<file path="src/rtl/cisc_pkg.sv">
package cisc_pkg;
  localparam int          ADDR_W         = 8;
  localparam int          DATA_W         = 8;
  localparam int          PERIPH_W       = 8;
  // core register of the unbanked region
  localparam logic [7:0]  FLAGS_EN_ADDR  = 8'h07;
  // extra registers for the interrupt wrapper
  localparam logic [7:0]  EVT_STATUS_ADDR = 8'h40;
  localparam logic [7:0]  EVT_MASK_ADDR   = 8'h41;
  localparam logic [7:0]  CTRL_ADDR       = 8'h42;
  localparam logic [7:0]  PERIPH_EN_ADDR  = 8'h43;
  localparam logic [7:0]  PERIPH_FLAG_ADDR = 8'h44;
  // field positions
  localparam int          PSF_BIT        = 7;
  localparam int          CEF_BIT        = 6;
  localparam int          TOF_BIT        = 5;
  localparam int          EPF_BIT        = 4;
  localparam int          PSE_BIT        = 3;
  localparam int          CEE_BIT        = 2;
  localparam int          TOE_BIT        = 1;
  localparam int          EPE_BIT        = 0;
  localparam int          GID_BIT        = 0;
  // reset values
  localparam logic [7:0]  FLAGS_EN_RST   = 8'h00;
  localparam logic [7:0]  PERIPH_EN_RST  = 8'h00;
  localparam logic [7:0]  CTRL_RST       = 8'h01;
  localparam logic [7:0]  EVT_MASK_RST   = 8'h00;
  // vector addresses
  localparam logic [7:0]  VEC_RESET      = 8'h00;
  localparam logic [7:0]  VEC_EXT_PIN    = 8'h08;
  localparam logic [7:0]  VEC_TIMER0     = 8'h10;
  localparam logic [7:0]  VEC_COUNTER    = 8'h18;
  localparam logic [7:0]  VEC_PERIPH     = 8'h20;
  // event status bits
  localparam int          EV_HAZARD      = 0;
  localparam int          EV_VECTOR      = 1;
endpackage

</file>
<file path="src/rtl/cisc_core_irq.sv">
`timescale 1ns/1ps
module cisc_core_irq #(
  parameter int PERIPH_N = cisc_pkg::PERIPH_W
) (
  input  wire logic                        CLOCK,
  input  wire logic                        RESETN,
  input  wire logic [cisc_pkg::ADDR_W-1:0] ADDR,
  input  wire logic [cisc_pkg::DATA_W-1:0] WDATA,
  input  wire logic                        WR,
  input  wire logic                        RD,
  output logic      [cisc_pkg::DATA_W-1:0] RDATA,
  input  wire logic                        COUNTER_EDGE,
  input  wire logic                        TIMER_OVERFLOW,
  input  wire logic                        EXT_PIN_EDGE,
  input  wire logic [PERIPH_N-1:0]         PERIPHERAL_FLAGS,
  input  wire logic                        VECTOR_TAKEN,
  output logic                             CORE_IRQ,
  output logic      [cisc_pkg::ADDR_W-1:0] CORE_VECTOR,
  output logic                             RESET_VECTOR,
  output logic                             IRQ
);
  import cisc_pkg::*;

  logic       rst_sync_reg;
  logic       rst_n_reg;
  logic [2:0] flag_reg;       // {cef, tof, epf}; summary is live
  logic [3:0] en_reg;
  logic       gid_reg;
  logic [PERIPH_N-1:0] periph_en_reg;
  logic       psf;
  logic [3:0] flag_all;
  logic [3:0] pend;
  logic       en_clear_hazard;
  logic       wr_flags;
  logic [1:0] evt_status_reg;
  logic [1:0] evt_mask_reg;
  logic [1:0] evt_set;
  logic [7:0] rdata_next;
  logic [7:0] vec_next;

  function automatic logic [7:0] pick_vector(input logic [3:0] p);
    if (p[3])      pick_vector = VEC_PERIPH;
    else if (p[2]) pick_vector = VEC_COUNTER;
    else if (p[1]) pick_vector = VEC_TIMER0;
    else           pick_vector = VEC_EXT_PIN;
  endfunction

  always_ff @(posedge CLOCK or negedge RESETN) begin
    if (!RESETN) begin
      rst_sync_reg <= 1'b0;
      rst_n_reg    <= 1'b0;
    end else begin
      rst_sync_reg <= 1'b1;
      rst_n_reg    <= rst_sync_reg;
    end
  end

  assign wr_flags = WR && (ADDR == FLAGS_EN_ADDR);
  // peripheral summary is live, never stored
  assign psf = |(PERIPHERAL_FLAGS & periph_en_reg);
  assign flag_all = {psf, flag_reg[2:0]};
  // flag AND enable AND global disable clear; peripheral also gated by bit 3
  assign pend = gid_reg ? 4'h0 : (flag_all & en_reg);
  // enable dropped by software in the very cycle its flag stands set
  assign en_clear_hazard = wr_flags && !gid_reg &&
    |(flag_all & en_reg & ~WDATA[PSE_BIT:EPE_BIT]);

  // bits 6..4 sticky; set wins over hardware clear on vectoring
  always_ff @(posedge CLOCK or negedge rst_n_reg) begin
    if (!rst_n_reg) begin
      flag_reg <= FLAGS_EN_RST[6:4];
    end else begin
      if (wr_flags)
        flag_reg[2:0] <= WDATA[CEF_BIT:EPF_BIT];
      if (VECTOR_TAKEN && CORE_VECTOR == VEC_COUNTER)
        flag_reg[2] <= 1'b0;
      if (VECTOR_TAKEN && CORE_VECTOR == VEC_TIMER0)
        flag_reg[1] <= 1'b0;
      if (VECTOR_TAKEN && CORE_VECTOR == VEC_EXT_PIN)
        flag_reg[0] <= 1'b0;
      if (COUNTER_EDGE)   flag_reg[2] <= 1'b1;
      if (TIMER_OVERFLOW) flag_reg[1] <= 1'b1;
      if (EXT_PIN_EDGE)   flag_reg[0] <= 1'b1;
    end
  end

  always_ff @(posedge CLOCK or negedge rst_n_reg) begin
    if (!rst_n_reg) begin
      en_reg <= FLAGS_EN_RST[3:0];
    end else if (wr_flags) begin
      en_reg <= WDATA[PSE_BIT:EPE_BIT];
    end
  end

  always_ff @(posedge CLOCK or negedge rst_n_reg) begin
    if (!rst_n_reg) begin
      gid_reg       <= CTRL_RST[GID_BIT];
      periph_en_reg <= PERIPH_EN_RST[PERIPH_N-1:0];
      evt_mask_reg  <= EVT_MASK_RST[1:0];
    end else begin
      if (WR && ADDR == CTRL_ADDR)      gid_reg <= WDATA[GID_BIT];
      if (WR && ADDR == PERIPH_EN_ADDR)
        periph_en_reg <= WDATA[PERIPH_N-1:0];
      if (WR && ADDR == EVT_MASK_ADDR)  evt_mask_reg <= WDATA[1:0];
    end
  end

  // core-side request and vector, registered
  always_ff @(posedge CLOCK or negedge rst_n_reg) begin
    if (!rst_n_reg) begin
      CORE_IRQ     <= 1'b0;
      CORE_VECTOR  <= VEC_RESET;
      RESET_VECTOR <= 1'b0;
    end else begin
      CORE_IRQ     <= (|pend) && !VECTOR_TAKEN;
      CORE_VECTOR  <= vec_next;
      RESET_VECTOR <= en_clear_hazard;
    end
  end

  assign vec_next = en_clear_hazard ? VEC_RESET : pick_vector(pend);

  assign evt_set = {VECTOR_TAKEN, en_clear_hazard};

  // write one to clear; a new event in the same cycle wins
  always_ff @(posedge CLOCK or negedge rst_n_reg) begin
    if (!rst_n_reg) begin
      evt_status_reg <= 2'b00;
    end else begin
      evt_status_reg <= ((WR && ADDR == EVT_STATUS_ADDR) ?
                         (evt_status_reg & ~WDATA[1:0]) : evt_status_reg)
                        | evt_set;
    end
  end

  always_ff @(posedge CLOCK or negedge rst_n_reg) begin
    if (!rst_n_reg) IRQ <= 1'b0;
    else            IRQ <= |(evt_status_reg & evt_mask_reg);
  end

  always_comb begin
    rdata_next = 8'h00;
    unique case (ADDR)
      FLAGS_EN_ADDR:    rdata_next = {flag_all, en_reg};
      EVT_STATUS_ADDR:  rdata_next = {6'h00, evt_status_reg};
      EVT_MASK_ADDR:    rdata_next = {6'h00, evt_mask_reg};
      CTRL_ADDR:        rdata_next = {7'h00, gid_reg};
      PERIPH_EN_ADDR:   rdata_next = 8'(periph_en_reg);
      PERIPH_FLAG_ADDR: rdata_next = 8'(PERIPHERAL_FLAGS);
      default:          rdata_next = 8'h00;
    endcase
  end

  always_ff @(posedge CLOCK or negedge rst_n_reg) begin
    if (!rst_n_reg)  RDATA <= 8'h00;
    else if (RD)     RDATA <= rdata_next;
    else             RDATA <= 8'h00;
  end

  // enable field of the write data, kept as a net for $past
  logic [3:0] wdata_en;
  assign wdata_en = WDATA[PSE_BIT:EPE_BIT];
endmodule

</file>
<file path="config.mk">
export PLATFORM = sky130hd
export DESIGN_NAME = cisc_core_irq
export DESIGN_NICKNAME = d
export VERILOG_FILES = /design/src/rtl/cisc_pkg.sv /design/src/rtl/cisc_core_irq.sv
export SDC_FILE = /design/constraint.sdc
export NUM_CORES = 1
export LEC_CHECK = 0
export CORE_ASPECT_RATIO = 1.25
export CORE_MARGIN = 2
export CORE_UTILIZATION = 40
export CTS_CLUSTER_DIAMETER = 100
export DETAILED_ROUTE_END_ITERATION = 12
export DONT_BUFFER_PORTS = 1
export HOLD_SLACK_MARGIN = 0.08
export PLACE_DENSITY = 0.59
export RECOVER_POWER = 50
export SLEW_MARGIN = 20
export SYNTH_ARGS = -nofsm -noshare
export SYNTH_HDL_FRONTEND = slang
export SYNTH_SLANG_ARGS = --single-unit
</file>
<file path="constraint.sdc">
create_clock -name CLOCK -period 1.4 [get_ports CLOCK]
set_input_delay 0.21 -clock CLOCK [delete_from_list [all_inputs] [get_ports CLOCK]]
set_output_delay 0.21 -clock CLOCK [all_outputs]
set_load 0.005 [all_outputs]
</file>
# Yosys cells after proc, flatten, opt, wreduce, memory -nomap -nowiden
# Cells that the tools add are included.
[word_totals] out_inout_bits=19 reg_bits=41 elab_cells=67 input_bits=32
[op_classes] reduce_logical=20 n_eq_ne=9 n_bitwise=8 muxes=15
[op_table] operator="case mux 8 bit (6 select lines)" count=1
[op_table] operator="equality test 8 x 7 -> 1 bit, second input constant" count=5
[op_table] operator="equality test 8 x 5 -> 1 bit, second input constant" count=2
[op_table] operator="two-way mux 8 bit" count=2
[op_table] operator="logical AND 1 bit" count=11
[op_table] operator="two-way mux 5 bit" count=2
[op_table] operator="nonzero test 3 bit" count=3
[op_table] operator="AND 4 bit" count=2
[op_table] operator="AND 8 bit" count=1
[op_table] operator="equality test 8 x 3 -> 1 bit, second input constant" count=1
[op_table] operator="equality test 8 x 4 -> 1 bit, second input constant" count=1
[op_table] operator="OR reduction 4 bit" count=2
[op_table] operator="OR reduction 8 bit" count=1
[op_table] operator="two-way mux 1 bit" count=6
[op_table] operator="two-way mux 6 bit" count=1
[op_table] operator="AND 2 bit" count=2
[op_table] operator="two-way mux 4 bit" count=1
[op_table] operator="NOT 4 bit" count=1
[op_table] operator="two-way mux 3 bit" count=1
[op_table] operator="logical NOT 1 bit" count=2
[op_table] operator="two-way mux 2 bit" count=1
[op_table] operator="NOT 2 bit" count=1
[op_table] operator="OR 2 bit" count=1
[op_table] operator="OR reduction 2 bit" count=1

# Longest topological paths before layout
# Gate-level depths: netlist of the first run.
[depth] depth_word=8 ltp_mapped=6 ltp_nobuf=4

# Least setup slack after synthesis of the first run
# OpenSTA, ideal clock, no wires.
[synth_path] path_type="input to register" from="input ADDR[5] in the netlist's numbering" to="register CORE_VECTOR[3] in the netlist's numbering" path_slack_ns=-0.521 n_path_buf=0 cell_stages=4 arrival_ns=1.801 setup_ns=0.120 t_required_ns=1.280 path_cell_list="or4_4 nor4_4 or4b_4 and3_2"
[synth_via] elab_chain_cells=5
[synth_rtl] element="start, declared" line="cisc_core_irq.sv:7" rtl="input wire logic [cisc_pkg::ADDR_W-1:0] ADDR,"
[synth_rtl] element="equality test 8 x 3 -> 1 bit" line="cisc_core_irq.sv:58" rtl="assign wr_flags = WR && (ADDR == FLAGS_EN_ADDR);"
[synth_rtl] element="logical AND 1 bit" line="cisc_core_irq.sv:58"
[synth_rtl] element="logical AND 1 bit (2 in series)" line="cisc_core_irq.sv:65" rtl="assign en_clear_hazard = wr_flags && !gid_reg &&"
[synth_rtl] element="two-way mux 8 bit" line="cisc_core_irq.sv:121" rtl="assign vec_next = en_clear_hazard ? VEC_RESET : pick_vector(pend);"
[synth_rtl] element="via vec_next[3]" line="cisc_core_irq.sv:39" rtl="logic [7:0] vec_next;"
[synth_rtl] element="end signal, assigned" line="cisc_core_irq.sv:116" rtl="CORE_VECTOR <= vec_next;"
[synth_rtl] element="end, declared" line="cisc_core_irq.sv:18" rtl="output logic [cisc_pkg::ADDR_W-1:0] CORE_VECTOR,"
# The timed path passes the listed nets, and every way through them passes these cells.
# A chain may end at the register's enable or synchronous reset.

# Worst setup path after layout of the first run
[layout_path] from="register flag_reg[2]" to="register CORE_VECTOR[4] in the netlist's numbering"
[layout_via] elab_chain_cells=5 word_cells_on_any_way=8 cone_classes="4 x mux; 2 x bitwise; 2 x reduce/logical"
[layout_rtl] element="start, declared" line="cisc_core_irq.sv:26" rtl="logic [2:0] flag_reg;"
[layout_rtl] element="start signal, assigned" line="cisc_core_irq.sv:71" rtl="flag_reg <= FLAGS_EN_RST[6:4];"
[layout_rtl] element="start signal, assigned" line="cisc_core_irq.sv:74" rtl="flag_reg[2:0] <= WDATA[CEF_BIT:EPF_BIT];"
[layout_rtl] element="AND 4 bit *" line="cisc_core_irq.sv:63, cisc_core_irq.sv:66"
[layout_rtl] element="two-way mux 4 bit or AND 4 bit (tied branches)" line="cisc_core_irq.sv:63, cisc_core_irq.sv:66"
[layout_rtl] element="two-way mux 5 bit or OR reduction 4 bit (tied branches)" line="cisc_core_irq.sv:43, cisc_core_irq.sv:66"
[layout_rtl] element="two-way mux 6 bit or logical AND 1 bit (tied branches)" line="cisc_core_irq.sv:42, cisc_core_irq.sv:65"
[layout_rtl] element="two-way mux 8 bit *" line="cisc_core_irq.sv:121"
[layout_rtl] element="via vec_next[4]" line="cisc_core_irq.sv:39"
# The timed path passes the listed nets; every way through them passes the cells marked *.

==> results of run 1 <==
cell usage in the layout (no fill, tap or decap), types with 2 or more instances in the layout:
cell type and count:
a21o_1 2, a21oi_1 6, a22o_1 4, a22oi_1 5, a22oi_2 3, a32oi_1 2
buf_4 20, clkbuf_1 2, clkbuf_8 5, conb_1 6, dfrtp_1 35, dlygate4sd3_1 15
inv_1 4, mux2_2 17, mux2i_1 2, nand2_1 12, nand2_2 3, nand3_1 2
nand3b_1 3, nand4_1 2, nor2_1 6, nor2b_1 2, nor4_4 2, o21ai_1 2
o21bai_1 2
worst paths after layout:
check,start,to,cells after the start
worst max-delay path,flag_reg[2],CORE_VECTOR[4],4
worst min-delay path,WDATA[3],evt_status_reg[0],1
worst max register to register,flag_reg[2],CORE_VECTOR[4],4
worst min register to register,rst_n_reg,RDATA[4],1
max in group asynchronous,rst_n_reg,RDATA[2],1
min in group asynchronous,RESETN,rst_n_reg,1
metal layers:
metal / global-route usage (%) / vias up
li1: - / 628
met1: 21.8 / 683
met4: 9.35 / 0
met2: 34.7 / 33
met3: 4.06 / 11
met5: 0 / -
synth_stat cells (2+ instances only):
| cell type | instances |
|---|---|
| clkbuf_8 | 2 |
| nor2_1 | 7 |
| a22oi_1 | 8 |
| nand4_1 | 2 |
| buf_4 | 5 |
| inv_1 | 4 |
| a22o_1 | 4 |
| dfrtp_1 | 35 |
| a21o_1 | 2 |
| o21bai_1 | 2 |
| nor2b_1 | 2 |
| conb_1 | 2 |
| nand3_1 | 2 |
| mux2_2 | 17 |
| nand3b_1 | 3 |
| o21ai_0 | 2 |
| a21oi_1 | 6 |
| a32oi_1 | 2 |
| nand2_1 | 15 |
| mux2i_1 | 2 |
| nor3_1 | 2 |
final cells by class:
class / count / area (sq um)
tap: 56 / 70.1
clock buffer: 6 / 72.6
clock inverter: 2 / 35.0
timing repair buffer: 37 / 309
sequential: 36 / 902
fill: 386 / 1890
inverter: 4 / 15.0
multi-input combinational: 106 / 837
logic make-up after synthesis:
group,after synthesis,share of synthesized area (%)
flip-flops,36,51.5
AO/OA/AOI/OAI,36,15.2
AND/OR/NAND/NOR,44,14.7
buffers and inverters,12,4.79
other,2,0.429
multiplexers,20,13.4
metrics by stage:
step	std cells	hold slack [ns]
global placement	219	-0.0855
global route	247	0.0803
detailed placement	219	-0.0855
finish	247	0.0820
floorplan	154	-0.0856
CTS	244	0.0810
timing repair:
item                                    CTS  global route
pin swaps                                 2             3
endpoints found under the setup margin   15            21
hold endpoints to repair                 24             0
hold buffers                             15             0
buffers inserted                          2             3
resized for setup                         3             9
power by group through the flow:
stage	Clock [W]	Sequential [W]	Combinational, W
2_1_floorplan	0	0.00113	0.000113
3_5_place_dp	0	0.00113	0.000153
5_1_grt	0.000957	0.00112	0.000225
4_1_cts	0.000908	0.00111	0.000196
6_report	0.000884	0.00111	0.000204
3_3_place_gp	0	0.00113	0.000149
==> results.sh, run 1 <==
export IMPL_grt_pass1_vias=1503
export IMPL_peakVddDrop_v=0.000665
export IMPL_fin_nets=222
export IMPL_cts_root_buf="clkbuf_8"
export IMPL_io_buffer_count=0
export IMPL_cts_tree="yes"
export IMPL_overflow=0
export IMPL_worstPathBufferInverterCount=0
export IMPL_path_cells="nand2_2 > o221a_4 > or4b_4 > and4_1"
export IMPL_seqPwrFrac_pct=50.6
export IMPL_drc=0
export IMPL_syn_mean_instance_area_sq_um=11.7
export IMPL_post_route_period_util_pct=108
export IMPL_fin_util_pct=54.2
export IMPL_setup_ws_ns=-0.109
export IMPL_viasPerCell=5.49
export IMPL_synth_cell_types=45
export IMPL_status="finished, violations left"
export IMPL_wl_met2_um=2410
export IMPL_clock_latency_ns=0.29
export IMPL_cts_buffer_depth=2
export IMPL_p_sw_w=0.000480
export IMPL_final_setup_viol_count=15
export IMPL_die_x_um=63.2
export IMPL_wl_met3_um=171
export IMPL_drt_iter0_drc=55
export IMPL_gp_congestion=0.801
export IMPL_detail_route_antenna_nets=0
export IMPL_drive_gt1_share_pct=33.0
export IMPL_drt_met1_wl_um=1700
export IMPL_hold_violations=0
export IMPL_fp_row_count=26
export IMPL_cp_top_family="simple AND/OR/NAND/NOR gates"
export IMPL_p_leak_nw=1.00
export IMPL_rsz0062_at_grt="yes"
export IMPL_cp_end_kind="flop"
export IMPL_period_minus_slack_ns=1.51
export IMPL_areaGrowthSynthToFinish_pct=28.0
export IMPL_avgRoutedWirePerCell_um=17.8
export IMPL_die_area_sq_um=4920
export IMPL_worst_ep_required_time_ns=1.58
export IMPL_slowest_stage="or4b_4"
export IMPL_yosys_area_top_type="dfrtp_1"
export IMPL_power_frac_clock_pct=40.2
export IMPL_critPathKind="flop to flop"
export IMPL_synth_warnings=0
export IMPL_cts_sinks=36
export IMPL_io_pins=51
export IMPL_cp_start_kind="flop"
export IMPL_antenna_cells=0
export IMPL_critPathMaxStageDelay_ns=0.51
export IMPL_p_per_area_nw_per_um2=982
export IMPL_yosysSeqAreaShare_pct=51.5
export IMPL_coreArea_sq_um=4130
export IMPL_setup_tns_final_ns=-0.819
export IMPL_cts_htree_levels=2
export IMPL_hold_class="input port to flop"
export IMPL_slew_limit_headroom_pct=60.7
export IMPL_start_util_pct=42.4
export IMPL_ys_flop_type="dfrtp_1"
export IMPL_tightest_slew_ns=0.590
export IMPL_cell_internal_pwr_w=0.00172
export IMPL_fmax_ghz=0.663
export IMPL_max_cap_violations=0
export IMPL_antenna_found_initial=0
export IMPL_wl_um=4400
export IMPL_dpl_cell_area_sq_um=1910
export IMPL_ys_ff_latch=36
export IMPL_clk_pin_slew_ns=0.07
export IMPL_postLayoutCellArea_sq_um=2240
export IMPL_cts_made_buffers=5
export IMPL_synth_edf_count=0
export IMPL_path_max_fanout=4
export IMPL_cp_data_arrival_time_ns=1.69
export IMPL_switching_share_pct=21.8
export IMPL_ys_async_sr_fraction_pct=100
export IMPL_vias=1355
export IMPL_topRoutingLayerUsed="met4"
export IMPL_comb_power_share_pct=9.3
export IMPL_grt_max_degree=24
export IMPL_die_h_um=78.0
export IMPL_globalRouteTotalUtil_pct=19.4
export IMPL_drv_slew=0
export IMPL_yosysTopAreaCellShare_pct=50.0
export IMPL_grt_pass1_wl_um=7310
export IMPL_finClkSkew_ns=0.0104
export IMPL_syn_area_sq_um=1750
export IMPL_total_power_w=0.00220
export IMPL_r2r_slack_ns=-0.11
export IMPL_synthCells=150
export IMPL_drt_pre_antenna_iters=4
export IMPL_dp_hpwl_um=3210
export IMPL_place_ws_ns=-0.446
export IMPL_ys_top_cells_by_area="dfrtp_1 (50%), mux2_2 (11%), a22oi_1 (3.4%)"
export IMPL_violations="setup timing"
(Power assumes the default switching activity.)
==> run 2, diff against run 1 <==
ABC_AREA = 1   (was not set)
==> results.sh, run 2 <==
export IMPL_syn_mean_instance_area_sq_um=7.53
export IMPL_hold_class="input port to flop"
export IMPL_vias=1660
export IMPL_clock_latency_ns=0.29
export IMPL_drive_gt1_share_pct=8.27
export IMPL_p_per_area_nw_per_um2=914
export IMPL_synth_edf_count=0
export IMPL_cts_setup_buffers=0
export IMPL_critPathKind="flop to flop"
export IMPL_ys_async_sr_fraction_pct=100
export IMPL_ys_flop_type="dfrtp_1"
export IMPL_hold_violations=0
export IMPL_peakVddDrop_v=0.000455
export IMPL_die_x_um=66.2
export IMPL_cp_top_family="simple AND/OR/NAND/NOR gates"
export IMPL_p_leak_nw=1.11
export IMPL_setup_worst_path_start="periph_en_reg[6]"
export IMPL_io_buffer_count=0
export IMPL_tightest_slew_ns=0.846
export IMPL_layout_commonest_cell="nand2_1"
export IMPL_syn_area_sq_um=1930
export IMPL_drt_iter0_drc=119
export IMPL_wl_um=4430
export IMPL_slowest_stage="dfrtp_1"
export IMPL_finClkSkew_ns=0.0106
export IMPL_globalRouteTotalUtil_pct=18.1
export IMPL_fillCellCount=528
export IMPL_drc=0
export IMPL_drt_pre_antenna_iters=4
export IMPL_grt_pass1_vias=1575
export IMPL_status="complete, no violations"
export IMPL_grt_pass1_wl_um=7360
export IMPL_cp_data_arrival_time_ns=1.38
export IMPL_yosysTopAreaCellShare_pct=45.3
export IMPL_cp_end_kind="flop"
export IMPL_layout_common_cells="nand2_1 (83), dfrtp_1 (35), inv_1 (28)"
export IMPL_worst_ep_required_time_ns=1.58
export IMPL_cts_resized=0
export IMPL_fmax_ghz=0.833
export IMPL_clk_pin_slew_ns=0.08
export IMPL_cts_root_buf="clkbuf_8"
export IMPL_viasPerCell=4.91
export IMPL_fp_row_count=28
export IMPL_start_util_pct=41.2
export IMPL_ys_ff_latch=36
export IMPL_final_setup_viol_count=0
export IMPL_path_cells="nand2_1 > nand2_1 > nor2_1 > nand2_1 > nand3_1 > nand2_1 > nand2_1 > nand2_1"
export IMPL_drv_slew=0
export IMPL_total_power_w=0.00200
export IMPL_io_pins=51
export IMPL_synthCells=257
export IMPL_yosysSeqAreaShare_pct=46.6
export IMPL_gp_congestion=0.844
export IMPL_yosys_area_top_type="dfrtp_1"
export IMPL_cp_common_cell="nand2_1"
export IMPL_worstPathBufferInverterCount=0
export IMPL_cts_made_buffers=5
export IMPL_cts_tree="yes"
export IMPL_synth_most_common_cell="nand2_1"
export IMPL_rsz0062_at_grt="no"
export IMPL_areaGrowthSynthToFinish_pct=13.1
export IMPL_cts_buffer_depth=2
export IMPL_yosys_top_cells_count="nand2_1 (82), dfrtp_1 (35), inv_1 (28), nand3_1 (24), nor2_1 (22)"
export IMPL_setup_tns_final_ns=0
export IMPL_path_max_fanout=4
export IMPL_die_h_um=81.8
export IMPL_critPathMaxStageDelay_ns=0.40
export IMPL_grt_max_degree=35
export IMPL_antenna_cells=0
export IMPL_finalHoldWorstSlack_ns=0.0933
export IMPL_post_route_period_util_pct=85.7
export IMPL_coreArea_sq_um=4690
export IMPL_r2r_start="periph_en_reg[6]"
export IMPL_synth_warnings=0
export IMPL_slew_limit_headroom_pct=43.6
export IMPL_synth_cell_types=28
export IMPL_hold_buffers=14
export IMPL_antenna_found_initial=0
export IMPL_die_area_sq_um=5410
export IMPL_overflow=0
export IMPL_detail_route_antenna_nets=0
export IMPL_min_delay_start="WDATA[5]"
export IMPL_period_minus_slack_ns=1.20
export IMPL_avgRoutedWirePerCell_um=13.1
export IMPL_cts_sinks=36
export IMPL_cp_start_kind="flop"
export IMPL_ys_top_cells_by_area="dfrtp_1 (45%), nand2_1 (16%), nand3_1 (6.2%)"
export IMPL_fin_nets=309
export IMPL_dp_hpwl_um=3370
export IMPL_max_cap_violations=0
export IMPL_cts_htree_levels=2
-- run 2: cell count changes in the layout (fill, tap and decap cells not counted), moves of 17 or more --
cell / previous run / this run
buf_4: 20 / 2
inv_1: 4 / 28
mux2_2: 17 / 0
nand2_1: 12 / 83
nand3_1: 2 / 24
nor2_1: 6 / 24
-- run 2: final cells by class --
type | instances | area [sq um] | area share, %
Clock inverter | 1 | 8.76 | 0.400
Timing Repair Buffer | 18 | 170 | 7.78
Multi-Input combinational cell | 186 | 843 | 38.5
Inverter | 30 | 113 | 5.15
Clock buffer | 7 | 76.3 | 3.49
Tap cell | 60 | 75.1 | 3.43
Sequential cell | 36 | 902 | 41.2
-- run 2: layer usage --
metal  part of all wire (%)  GRT usage (%)
met4                    1.6           6.73
met1                     42           21.7
met5                      0              0
met3                    7.4           5.34
met2                     49           30.7
-- run 2: logic make-up after synthesis --
family | share of synthesized area (%)
buffers and inverters | 9.44
other | 0.388
flip-flops | 46.6
AO/OA/AOI/OAI | 8.93
AND/OR/NAND/NOR | 34.6
-- run 2: path summary, 6_finish.rpt --
kind | end | slack [ns] | depth (start not counted)
min in group asynchronous | rst_sync_reg | 0.15 | 1
worst max-delay path | evt_status_reg[0] | 0.20 | 8
worst min register to register | rst_n_reg | 0.37 | 0
worst max register to register | evt_status_reg[0] | 0.20 | 8
worst min-delay path | flag_reg[1] | 0.09 | 2
max in group asynchronous | RDATA[6] | 0.43 | 1
-- run 2: stage by stage --
stage | cell area (sq um) | setup slack, ns | cells | utilization, %
after floorplan | 1950 | 0.256 | 261 | -
after global placement | 1980 | 0.159 | 315 | 42.1
after detailed placement | 1980 | 0.122 | 315 | 42.1
after CTS | 2200 | 0.214 | 337 | 46.9
after global routing | 2190 | 0.0749 | 338 | 46.6
final | 2190 | 0.200 | 338 | 46.6
-- run 2: report_power, final --
group	switching (W)	leakage, nW	internal, W	total, W
Clock	0.000369	0.0424	0.000355	0.000724
Sequential	0.0000280	0.455	0.00107	0.00110
Combinational	0.000107	0.617	0.0000668	0.000174
Total	0.000504	1.11	0.00150	0.00200
-- run 2: worst reg2reg max path: stages (launching register included) --
cell	delay [ns]
dfrtp_1	0.40
nand2_1	0.08
nand2_1	0.05
nor2_1	0.09
nand2_1	0.10
nand3_1	0.11
nand2_1	0.11
nand2_1	0.09
nand2_1	0.05
